==> src/hw/icco_params.svh <==
// icco_params.svh: offsets, field positions, reset values and timing of the io cell block
`ifndef ICCO_PARAMS_SVH
`define ICCO_PARAMS_SVH

// ****************************************************************
// register byte offsets
// ****************************************************************
`define ICCO_CFG_ADDR 12'h000
`define ICCO_OCTL_ADDR 12'h004
`define ICCO_STAT_ADDR 12'h008

// ****************************************************************
// field positions
// ****************************************************************
`define ICCO_CFG_W 11
`define ICCO_CFG_LO_W 8
`define ICCO_OCTL_W 3
`define ICCO_OCTL_GSR_BIT 3
`define ICCO_STAT_W 6

// ****************************************************************
// reset values
// ****************************************************************
// output registered, clear on set/reset, no inversions, no delay
`define ICCO_CFG_RST 11'h004
// clock enable reads high and float low, as if left unconnected
`define ICCO_OCTL_RST 3'h2

// ****************************************************************
// input delay codes and timing
// ****************************************************************
`define ICCO_DLY_NONE 2'h0
`define ICCO_DLY_MEDIUM 2'h1
`define ICCO_DLY_LONG 2'h2
`define ICCO_CLK_PERIOD_NS 10

`endif

==> src/hw/icco_pkg.sv <==
// icco_pkg.sv: types of the io cell capture and output block
package icco_pkg;

  // configuration word, msb first as laid out in the config register
  typedef struct packed {
    logic fast_en;
    logic in_latch_mode;
    logic cap_clk_inv;
    logic in_clk_inv;
    logic [1:0] delay_sel;
    logic delay_manual;
    logic out_inv;
    logic out_reg;
    logic float_inv;
    logic sr_set;
  } icco_cfg_t;

  // output control word
  typedef struct packed {
    logic flt;
    logic ce;
    logic data;
  } icco_octl_t;

  // whole state of the cell
  typedef struct packed {
    icco_cfg_t cfg;
    icco_octl_t octl;
    logic pad_s1;
    logic pad_s2;
    logic oclk_s1;
    logic oclk_s2;
    logic oclk_d;
    logic iclk_s1;
    logic iclk_s2;
    logic iclk_d;
    logic gf_s1;
    logic gf_s2;
    logic ex_s1;
    logic ex_s2;
    logic [1:0] prime; // cycles since reset, saturates at three
    logic [1:0] dly;
    logic cap_q;
    logic in_q;
    logic out_q;
    logic pad_q;
    logic oe_q;
    logic pready;
    logic pslverr;
    logic [31:0] prdata;
  } icco_state_t;

endpackage

==> src/hw/icco_cell.sv <==
// icco_cell.sv: one programmable io cell with fast capture input and configurable output
//
// Register access over APB and the placing of the registers were left to the implementer.
`timescale 1ns/1ps
`include "icco_params.svh"

// Operation
// - fast capture latch runs on the output clock, not the input clock
// - second input stage retimes fast capture data into the internal domain
// - latch-then-flop: capture latch transparent low, then rising-edge flop
// - latch-then-latch: capture latch transparent low, then latch transparent high
// - each input storage clock may be inverted inside the cell
// - fast capture selects medium input delay by default, others still selectable
// - output optionally inverted, then driven directly or through an edge flop
// - high float control puts the driver in high impedance regardless of all else
// - output and float polarities are configured independently
// - global set/reset loads the configured set/reset value, power-up clears the output flop to 0
// - output flop captures on rising edge with enable high, else holds
// - clock enable left alone behaves as high
// - float control left alone behaves as low, driver enabled
// - only power-up reset (to 0) and the global set/reset net (to sr_set) set or clear the output flop
// - global float forces high impedance unless boundary scan runs extest
module icco_cell (
  input wire logic clk_in,
  input wire logic sys_rst_in,
  input wire logic psel_in,
  input wire logic penable_in,
  input wire logic pwrite_in,
  input wire logic [11:0] paddr_in,
  input wire logic [31:0] pwdata_in,
  input wire logic [3:0] pstrb_in,
  output logic pready_out,
  output logic [31:0] prdata_out,
  output logic pslverr_out,
  input wire logic pad_in,
  output logic pad_out,
  output logic pad_oe_out,
  input wire logic out_clk_in,
  input wire logic in_clk_in,
  input wire logic global_float_in,
  input wire logic extest_in,
  output logic in_data_out
);

  // ****************************************************************
  // state and derived terms
  // ****************************************************************
  icco_pkg::icco_state_t r;
  icco_pkg::icco_state_t n;

  logic cap_clk_eff;
  logic in_clk_eff;
  logic in_clk_prev;
  logic in_clk_rise;
  logic out_clk_rise;
  logic sync_primed;
  logic [1:0] eff_sel;
  logic dly_src;
  logic stage2_src;
  logic out_val;
  logic float_req;
  logic force_float;
  logic apb_take;
  logic wr_en;
  logic hit_cfg;
  logic hit_octl;
  logic hit_stat;
  logic gsr_pulse;
  logic [31:0] rd_word;

  // clock views seen by each storage element, inversion absorbed here
  assign cap_clk_eff = r.oclk_s2 ^ r.cfg.cap_clk_inv;
  assign in_clk_eff = r.iclk_s2 ^ r.cfg.in_clk_inv;
  assign in_clk_prev = r.iclk_d ^ r.cfg.in_clk_inv;
  // edges count only once the synchronisers hold real pin levels; a clock pin
  // sitting high through reset would otherwise look like a rise two cycles on
  assign sync_primed = (r.prime == 2'h3);
  assign in_clk_rise = in_clk_eff & ~in_clk_prev & sync_primed;
  assign out_clk_rise = r.oclk_s2 & ~r.oclk_d & sync_primed;

  // delay choice: fast capture forces medium unless software takes over
  always_comb begin
    if (r.cfg.fast_en && !r.cfg.delay_manual) begin
      eff_sel = `ICCO_DLY_MEDIUM;
    end else begin
      eff_sel = r.cfg.delay_sel;
    end
  end

  // two-tap delay on the synchronised pad sample
  always_comb begin
    case (eff_sel)
      `ICCO_DLY_NONE: dly_src = r.pad_s2;
      `ICCO_DLY_MEDIUM: dly_src = r.dly[0];
      default: dly_src = r.dly[1];
    endcase
  end

  // second stage reads the capture latch only when fast capture is on
  assign stage2_src = r.cfg.fast_en ? r.cap_q : dly_src;

  // polarity of value and float set independently
  assign out_val = r.octl.data ^ r.cfg.out_inv;
  assign float_req = r.octl.flt ^ r.cfg.float_inv;
  assign force_float = r.gf_s2 & ~r.ex_s2;

  // ****************************************************************
  // apb decode
  // ****************************************************************
  // write lands only on the edge that sees pready high
  assign apb_take = psel_in & penable_in & r.pready;
  assign wr_en = apb_take & pwrite_in;

  always_comb begin
    hit_cfg = 1'b0;
    hit_octl = 1'b0;
    hit_stat = 1'b0;
    if (paddr_in == `ICCO_CFG_ADDR) begin
      hit_cfg = 1'b1;
    end else if (paddr_in == `ICCO_OCTL_ADDR) begin
      hit_octl = 1'b1;
    end else if (paddr_in == `ICCO_STAT_ADDR) begin
      hit_stat = 1'b1;
    end
  end

  // software pulse of the global set/reset net
  assign gsr_pulse = wr_en & hit_octl & pstrb_in[0] & pwdata_in[`ICCO_OCTL_GSR_BIT];

  // read mux, unmapped reads zero
  always_comb begin
    rd_word = 32'h0000_0000;
    if (hit_cfg) begin
      rd_word[`ICCO_CFG_W-1:0] = r.cfg;
    end else if (hit_octl) begin
      rd_word[`ICCO_OCTL_W-1:0] = r.octl;
    end else if (hit_stat) begin
      rd_word[`ICCO_STAT_W-1:0] = {r.pad_s2, r.oe_q, r.pad_q, r.out_q, r.cap_q, r.in_q};
    end
  end

  // ****************************************************************
  // next state
  // ****************************************************************
  always_comb begin
    n = r;
    // two-flop synchronisers, first stage read by the second only
    n.pad_s1 = pad_in;
    n.pad_s2 = r.pad_s1;
    n.oclk_s1 = out_clk_in;
    n.oclk_s2 = r.oclk_s1;
    n.oclk_d = r.oclk_s2;
    n.iclk_s1 = in_clk_in;
    n.iclk_s2 = r.iclk_s1;
    n.iclk_d = r.iclk_s2;
    n.gf_s1 = global_float_in;
    n.gf_s2 = r.gf_s1;
    n.ex_s1 = extest_in;
    n.ex_s2 = r.ex_s1;
    n.dly = {r.dly[0], r.pad_s2};

    // settle count after reset; a real edge in these cycles is lost
    if (r.prime != 2'h3) begin
      n.prime = r.prime + 2'h1;
    end

    // fast capture latch, transparent while its clock is low
    if (!cap_clk_eff) begin
      n.cap_q = dly_src;
    end

    // second stage: flop on rising edge, or latch transparent high
    if (r.cfg.in_latch_mode) begin
      if (in_clk_eff) begin
        n.in_q = stage2_src;
      end
    end else if (in_clk_rise) begin
      n.in_q = stage2_src;
    end

    // output flop: global set/reset wins over any clock edge
    if (gsr_pulse) begin
      n.out_q = r.cfg.sr_set;
    end else if (out_clk_rise && r.octl.ce) begin
      n.out_q = out_val;
    end

    // pad drive; the direct path still costs one register stage
    n.pad_q = r.cfg.out_reg ? r.out_q : out_val;
    n.oe_q = ~(float_req | force_float);

    // register writes, byte lanes honoured
    if (wr_en && hit_cfg) begin
      if (pstrb_in[0]) begin
        n.cfg[`ICCO_CFG_LO_W-1:0] = pwdata_in[`ICCO_CFG_LO_W-1:0];
      end
      if (pstrb_in[1]) begin
        n.cfg[`ICCO_CFG_W-1:`ICCO_CFG_LO_W] = pwdata_in[`ICCO_CFG_W-1:`ICCO_CFG_LO_W];
      end
    end else if (wr_en && hit_octl && pstrb_in[0]) begin
      n.octl = pwdata_in[`ICCO_OCTL_W-1:0];
    end

    // one wait state keeps every bus output on a flop
    if (apb_take) begin
      n.pready = 1'b0;
      n.pslverr = 1'b0;
      n.prdata = 32'h0000_0000;
    end else if (psel_in && penable_in) begin
      n.pready = 1'b1;
      n.pslverr = ~(hit_cfg | hit_octl | hit_stat);
      n.prdata = pwrite_in ? 32'h0000_0000 : rd_word;
    end else begin
      n.pready = 1'b0;
      n.pslverr = 1'b0;
    end
  end

  // ****************************************************************
  // state register
  // ****************************************************************
  // power-up clears the output flop, matching the default clear value
  always_ff @(posedge clk_in or posedge sys_rst_in) begin
    if (sys_rst_in) begin
      r <= '0;
      r.cfg <= `ICCO_CFG_RST;
      r.octl <= `ICCO_OCTL_RST;
      r.oe_q <= 1'b1;
    end else begin
      r <= n;
    end
  end

  // outputs straight from flops
  assign pready_out = r.pready;
  assign prdata_out = r.prdata;
  assign pslverr_out = r.pslverr;
  assign pad_out = r.pad_q;
  assign pad_oe_out = r.oe_q;
  assign in_data_out = r.in_q;
endmodule

==> config.mk <==
export PLATFORM = sky130hd
export DESIGN_NAME = icco_cell
export DESIGN_NICKNAME = d
export VERILOG_FILES = /design/src/hw/icco_pkg.sv /design/src/hw/icco_cell.sv
export VERILOG_INCLUDE_DIRS = /design/src /design/src/hw
export SDC_FILE = /design/constraint.sdc
export NUM_CORES = 1
export LEC_CHECK = 0
export BUFFER_PORTS_ARGS = -buffer_cell sky130_fd_sc_hd__buf_2
export CAP_MARGIN = 20
export CORE_UTILIZATION = 35
export DETAILED_ROUTE_END_ITERATION = 12
export SYNTH_ARGS = -nofsm -noshare
export SYNTH_HDL_FRONTEND = slang
export SYNTH_SLANG_ARGS = --single-unit
==> constraint.sdc <==
create_clock -name clk_in -period 2.9 [get_ports clk_in]
set_input_delay 0.145 -clock clk_in [delete_from_list [all_inputs] [get_ports clk_in]]
set_output_delay 0.145 -clock clk_in [all_outputs]
set_load 0.05 [all_outputs]
Word-level counts from Yosys, hierarchy flattened
Index checks and enable logic that the tools add are counted.

word-level totals
  register bits after elaboration = 69
  bits of input ports = 58
  output and inout port bits = 37
  word-level logic and storage cells = 107

operators by class
  add/subtract/negate cells = 1
  eq/ne operators = 6
  mux-type cells = 24
  bitwise operators = 25
  reductions and logical operators = 16

operators with widths
  kind                                            number
  2-to-1 mux 34 bit                               1
  2-to-1 mux 32 bit                               1
  2-to-1 mux 1 bit                                13
  == test 12 x 3 -> 1 bit, second input constant  1
  == test 12 x 4 -> 1 bit, second input constant  1
  zero test 12 bit                                1
  2-to-1 mux 6 bit                                2
  AND 1 bit                                       11
  2-to-1 mux 11 bit                               1
  AND reduction 2 bit                             4
  logical AND 1 bit                               6
  2-to-1 mux 3 bit                                2
  inverter 1 bit                                  6
  nonzero test 2 bit                              3
  2-to-1 mux 5 bit                                1
  bitwise XOR 1 bit                               5
  2-to-1 mux 2 bit                                2
  bitwise OR 1 bit                                3
  adder 2 x 1 -> 2 bit, second input constant     1
  == test 2 x 1 -> 1 bit, second input constant   1
  == test 2 bit, second input constant            1
  zero test 2 bit                                 1
  != test 2 x 1 -> 1 bit, second input constant   1
  != test 2 bit, second input constant            1
  other kinds (2)                                 2

Logic depth before layout (Yosys ltp)
  word-level depth = 10
  mapped depth = 5
  mapped depth without buffers = 5

Worst setup path after synthesis
OpenSTA, ideal clock, no wires.

  path kind = register to register
  from = register r (netlist bit pready_out)
  to = register r[58] (netlist bit)
  library setup time = 0.125 ns
  data arrival time = 1.590 ns
  required time = 2.775 ns
  setup slack = 1.186 ns
  cell stages (with the launch flop) = 4
  path buffers = 0
  clock period less this slack = 1.714 ns
  cells stage by stage = dfrtp_1 -> nand3_1 -> nor3_4 -> mux2_2

on the way
  word-level cells in the longest chain between the ends = 4

RTL lines
  what                                  RTL line          source
  from (decl)                           icco_cell.sv:48   icco_pkg::icco_state_t r;
  from (signal assigned)                icco_cell.sv:230  r <= n;
  AND 1 bit                             icco_cell.sv:111  assign apb_take = psel_in & penable_in & r.pready;
  AND 1 bit                             icco_cell.sv:112  assign wr_en = apb_take & pwrite_in;
  logical AND 1 bit                     icco_cell.sv:193  if (wr_en && hit_cfg) begin
  AND reduction 2 bit (no source line)  -

No other way between the ends.
A chain may end at the register's enable or synchronous reset.

Final worst setup path
  from = register r (netlist bit pready_out)
  to = register r[63] (netlist bit)

The elaborated chain is that of the path after synthesis.

==> results by group <==
Outcome
  • Outcome: completed

Synth
  • Mapped Area: 2230 um2
  • Post-synth top cells: dfrtp_1, buf_4, mux2_2, nand2_1, nor2_1
  • Distinct cells, synth: 35
  • Mapped Cells: 180
  • Avg Cell Area, Syn: 12.4 um2
  • Most numerous cell in the Yosys netlist: dfrtp_1
  • Flops & latches, synth: between 40 and 50
  • Dominant cells by area after synthesis: dfrtp_1, buf_4, mux2_2
  • Synth area leader: dfrtp_1
  • EDFF count, synth: 0
  • Ys flop type: dfrtp_1
  • Share of the synthesized area in the top cell type: approximately 51%
  • YS warnings: 0
  • Async S/R FF share, synth: 100%
  • Register area share after synthesis: 54.1%

STA
  • Tmin final: ~1.6 ns
  • Max frequency: around 0.6 GHz
  • Post-Route Skew: about 0.0030 ns
  • RSZ-0062 raised after global routing: false
  • Setup violations, final: 0
  • Setup TNS: 0 ns
  • Worst slew pin tran: 0.520 ns
  • Max Transition Viols Final: 0
  • Final hold violations: 0
  • Rel. slew slack: about two thirds
  • Tcrit/Tclk final: between 50% and 60%

Clocking
  • Clock Sinks: 48
  • # H-tree levels: 2
  • CTS max path bufs: 2
  • TritonCTS clock tree: yes
  • Setup repair bufs after CTS: 0
  • Worst-Skew Late Latency: 0.30 ns
  • CTS Buf Count: 5
  • Clock slew at reported path FFs: approximately 0.090 ns
  • CTS Root Cell: clkbuf_8
  • Post-cts sizing count: 0

Floorplanning
  • Die ar.: 6690 um2
  • Initial Util: 37.0%
  • Chip Width: a little over 80 um
  • Ports: between 90 and 100
  • Core Footprint: ~6000 um2
  • Row cnt: 28
  • DIE HEIGHT: around 82 um

Hold path
  • Hold path cells: 2
  • HP Start: pwdata_in[6]
  • Hold Crit Endpoint: r[64]$_DFFE_PP0P_
  • Min-Delay Path Class: in2reg

Final layout
  • Design area: around 2600 um2
  • Reg area: 1200 um2
  • Final Non-Filler Cells: roughly 300
  • Nets: approximately 290
  • Multi-input logic area: ~800 um2
  • Layout cell share with drive strength beyond 1: between 30% and 40%
  • Fillers: 577
  • Antenna cells: 0
  • Area Growth Syn to Fin: 16.7%

Power and ir drop
  • Worst ir drop on vdd: approximately 370 uV
  • Flop pwr share: about half
  • Clock network fraction of total power: 38.1%
  • LEAKAGE: around 1.3 nW
  • Switching share of power: between 20% and 30%
  • Pwr dens: roughly 530 nW/um2
  • Combinational share of power: 11.4%
  • Sw Pwr: 0.000345 W
  • Internal power: between 0.001 and 0.0015 W

Drt
  • Residual DRC count: 0
  • Number of vias per cell: ~4.6
  • Post-route ant nets: 0
  • WL/cell: ~13 um
  • Vias: between 1,000 and 1,500
  • Initial drt markers: 60
  • DRT Wirelength: between 3000 and 4000 um
  • DRT Pass-1 Iters: 4

Placed design
  • Post-Place Cell Area: between 2000 and 2500 um2
  • Gpl congestion: between 0.8 and 0.9
  • Inst Count DP: 289
  • PortBufs: 50
  • Post-DP HPWL: a little under 3000 um

Global routing
  • Largest net degree at the start of global routing: slightly below 50
  • Initial antenna violation count: 0
  • Met3 usage: about 3.6%
  • Met1 Use GR: 18.4%
  • First-pass GRT wire length: roughly 6400 um
  • Number of global-route vias before repair: around 1,300
  • Met2 Resource Use GR: approximately 18%
  • Gr busiest metal: met2
  • Gr usage total: 13.2%
  • GRT overflow: 0

Setup path
  • Crit-path max FO: 8
  • Reg2reg path depth: 3
  • Worst reg2reg path endpoint: r[63]$_DFFE_PP0P_
  • Worst endpoint required time: just over 3 ns
  • Crit end category: flip-flop
  • Arr. time, crit path: 1.82 ns
  • Crit Path Class: reg2reg
  • Critical Path Source Type: flip-flop
  • Worst R2R Setup Slack: roughly 1.3 ns
  • FF-to-FF Start: pready_out$_DFF_PP0_

Flow run
  • Max Cap Viol: 0
cells by family after synthesis:
| family | after synthesis | synth area share (%) |
|---|---|---|
| flip-flops | 48 | 54.1 |
| buffers and inverters | 40 | 12.2 |
| AND/OR/NAND/NOR | 39 | 10.8 |
| other | 1 | 0.168 |
| XOR/XNOR | 5 | 1.97 |
| multiplexers | 25 | 12.2 |
| AO/OA/AOI/OAI | 21 | 7.87 |
| adder cells (fa/ha/maj) | 1 | 0.562 |
area by class of cell:
class / instances / area share [%]
Clock buffer: 7 / 3.71
Inverter: 3 / 0.433
Tap cell: 75 / 3.61
Clock inverter: 1 / 1.16
Multi-Input combinational cell: 112 / 31.7
Timing Repair Buffer: 58 / 13.0
Sequential cell: 48 / 46.4
how the worst max path moves through the flow:
stage | cells past startpoint | startpoint | slack, ns | to
after floorplan | 3 | pready_out$_DFF_PP0_ | 1.19 | r[58]$_DFFE_PP0P_
after global placement | 6 | psel_in | 1.00 | r[58]$_DFFE_PP0P_
after detailed placement | 6 | psel_in | 0.97 | r[63]$_DFFE_PP0P_
after CTS | 3 | pready_out$_DFF_PP0_ | 1.26 | r[63]$_DFFE_PP0P_
after global routing | 3 | pready_out$_DFF_PP0_ | 1.16 | r[65]$_DFFE_PP0P_
final | 3 | pready_out$_DFF_PP0_ | 1.27 | r[63]$_DFFE_PP0P_
critical path, cell delays in order, from the launching register on:
cell and delay [ns]:
dfrtp_1 0.48, nand3_1 0.20, nor3_4 0.45, mux2_2 0.40
sequential cells by signal, indices dropped and copies added, names as in the netlist:
register,cells
r,23
prdata_out,11
n,9
in_data_out,1
pad_oe_out,1
pad_out,1
pready_out,1
pslverr_out,1
layer usage:
metal | part of all wire (%) | vias up | routed length [um]
met5 | 0 | - | 0
met1 | 48 | 656 | 1900
met2 | 44 | 50 | 1730
met4 | 2.2 | 0 | 87
met3 | 6.2 | 9 | 248
li1 | - | 674 | -
power groups by stage:
stage | clock, W | combinational, W | sequential [W]
after detailed placement | 0 | 0.000148 | 0.000707
after global placement | 0 | 0.000147 | 0.000707
after global routing | 0.000564 | 0.000170 | 0.000696
after floorplan | 0 | 0.000117 | 0.000719
final | 0.000523 | 0.000156 | 0.000693
after CTS | 0.000538 | 0.000154 | 0.000694
layout by cell type (no fill, tap or decap), types with 2 or more instances in the layout:
cell           netlist  routed
or3_1                2       2
dlygate4sd3_1        0       6
nand3_1              3       3
o41ai_2              3       3
nor3_1               2       2
mux2_2              18      18
conb_1               1      21
nor2_1               8       8
xor2_1               4       4
clkbuf_8             0       7
dfrtp_1             45      45
nand2_1              9       9
mux2i_1              7       7
nor4_2               3       3
nor2b_1              2       2
buf_2                2      50
a22o_1               5       5
inv_1                3       2
dfstp_2              3       3
a21oi_1              6       6
nand2b_1             2       2
o31ai_1              4       4
metrics by stage:
stage,utilization [%],power (W),hold WS (ns),setup slack (ns)
after floorplan,-,0.000836,0.176,1.19
after global placement,39.7,0.000853,0.253,1.00
after detailed placement,39.7,0.000855,0.255,0.972
after CTS,42.6,0.00139,0.0641,1.26
after global routing,43.1,0.00143,0.0570,1.16
final,43.1,0.00137,0.0731,1.27
timing repair:
item                       in CTS  in global routing
hold buffers                    5                  1
setup endpoints to repair       0                  0
hold endpoints to repair        5                 12
No activity file was read; power rests on OpenSTA's default activity.
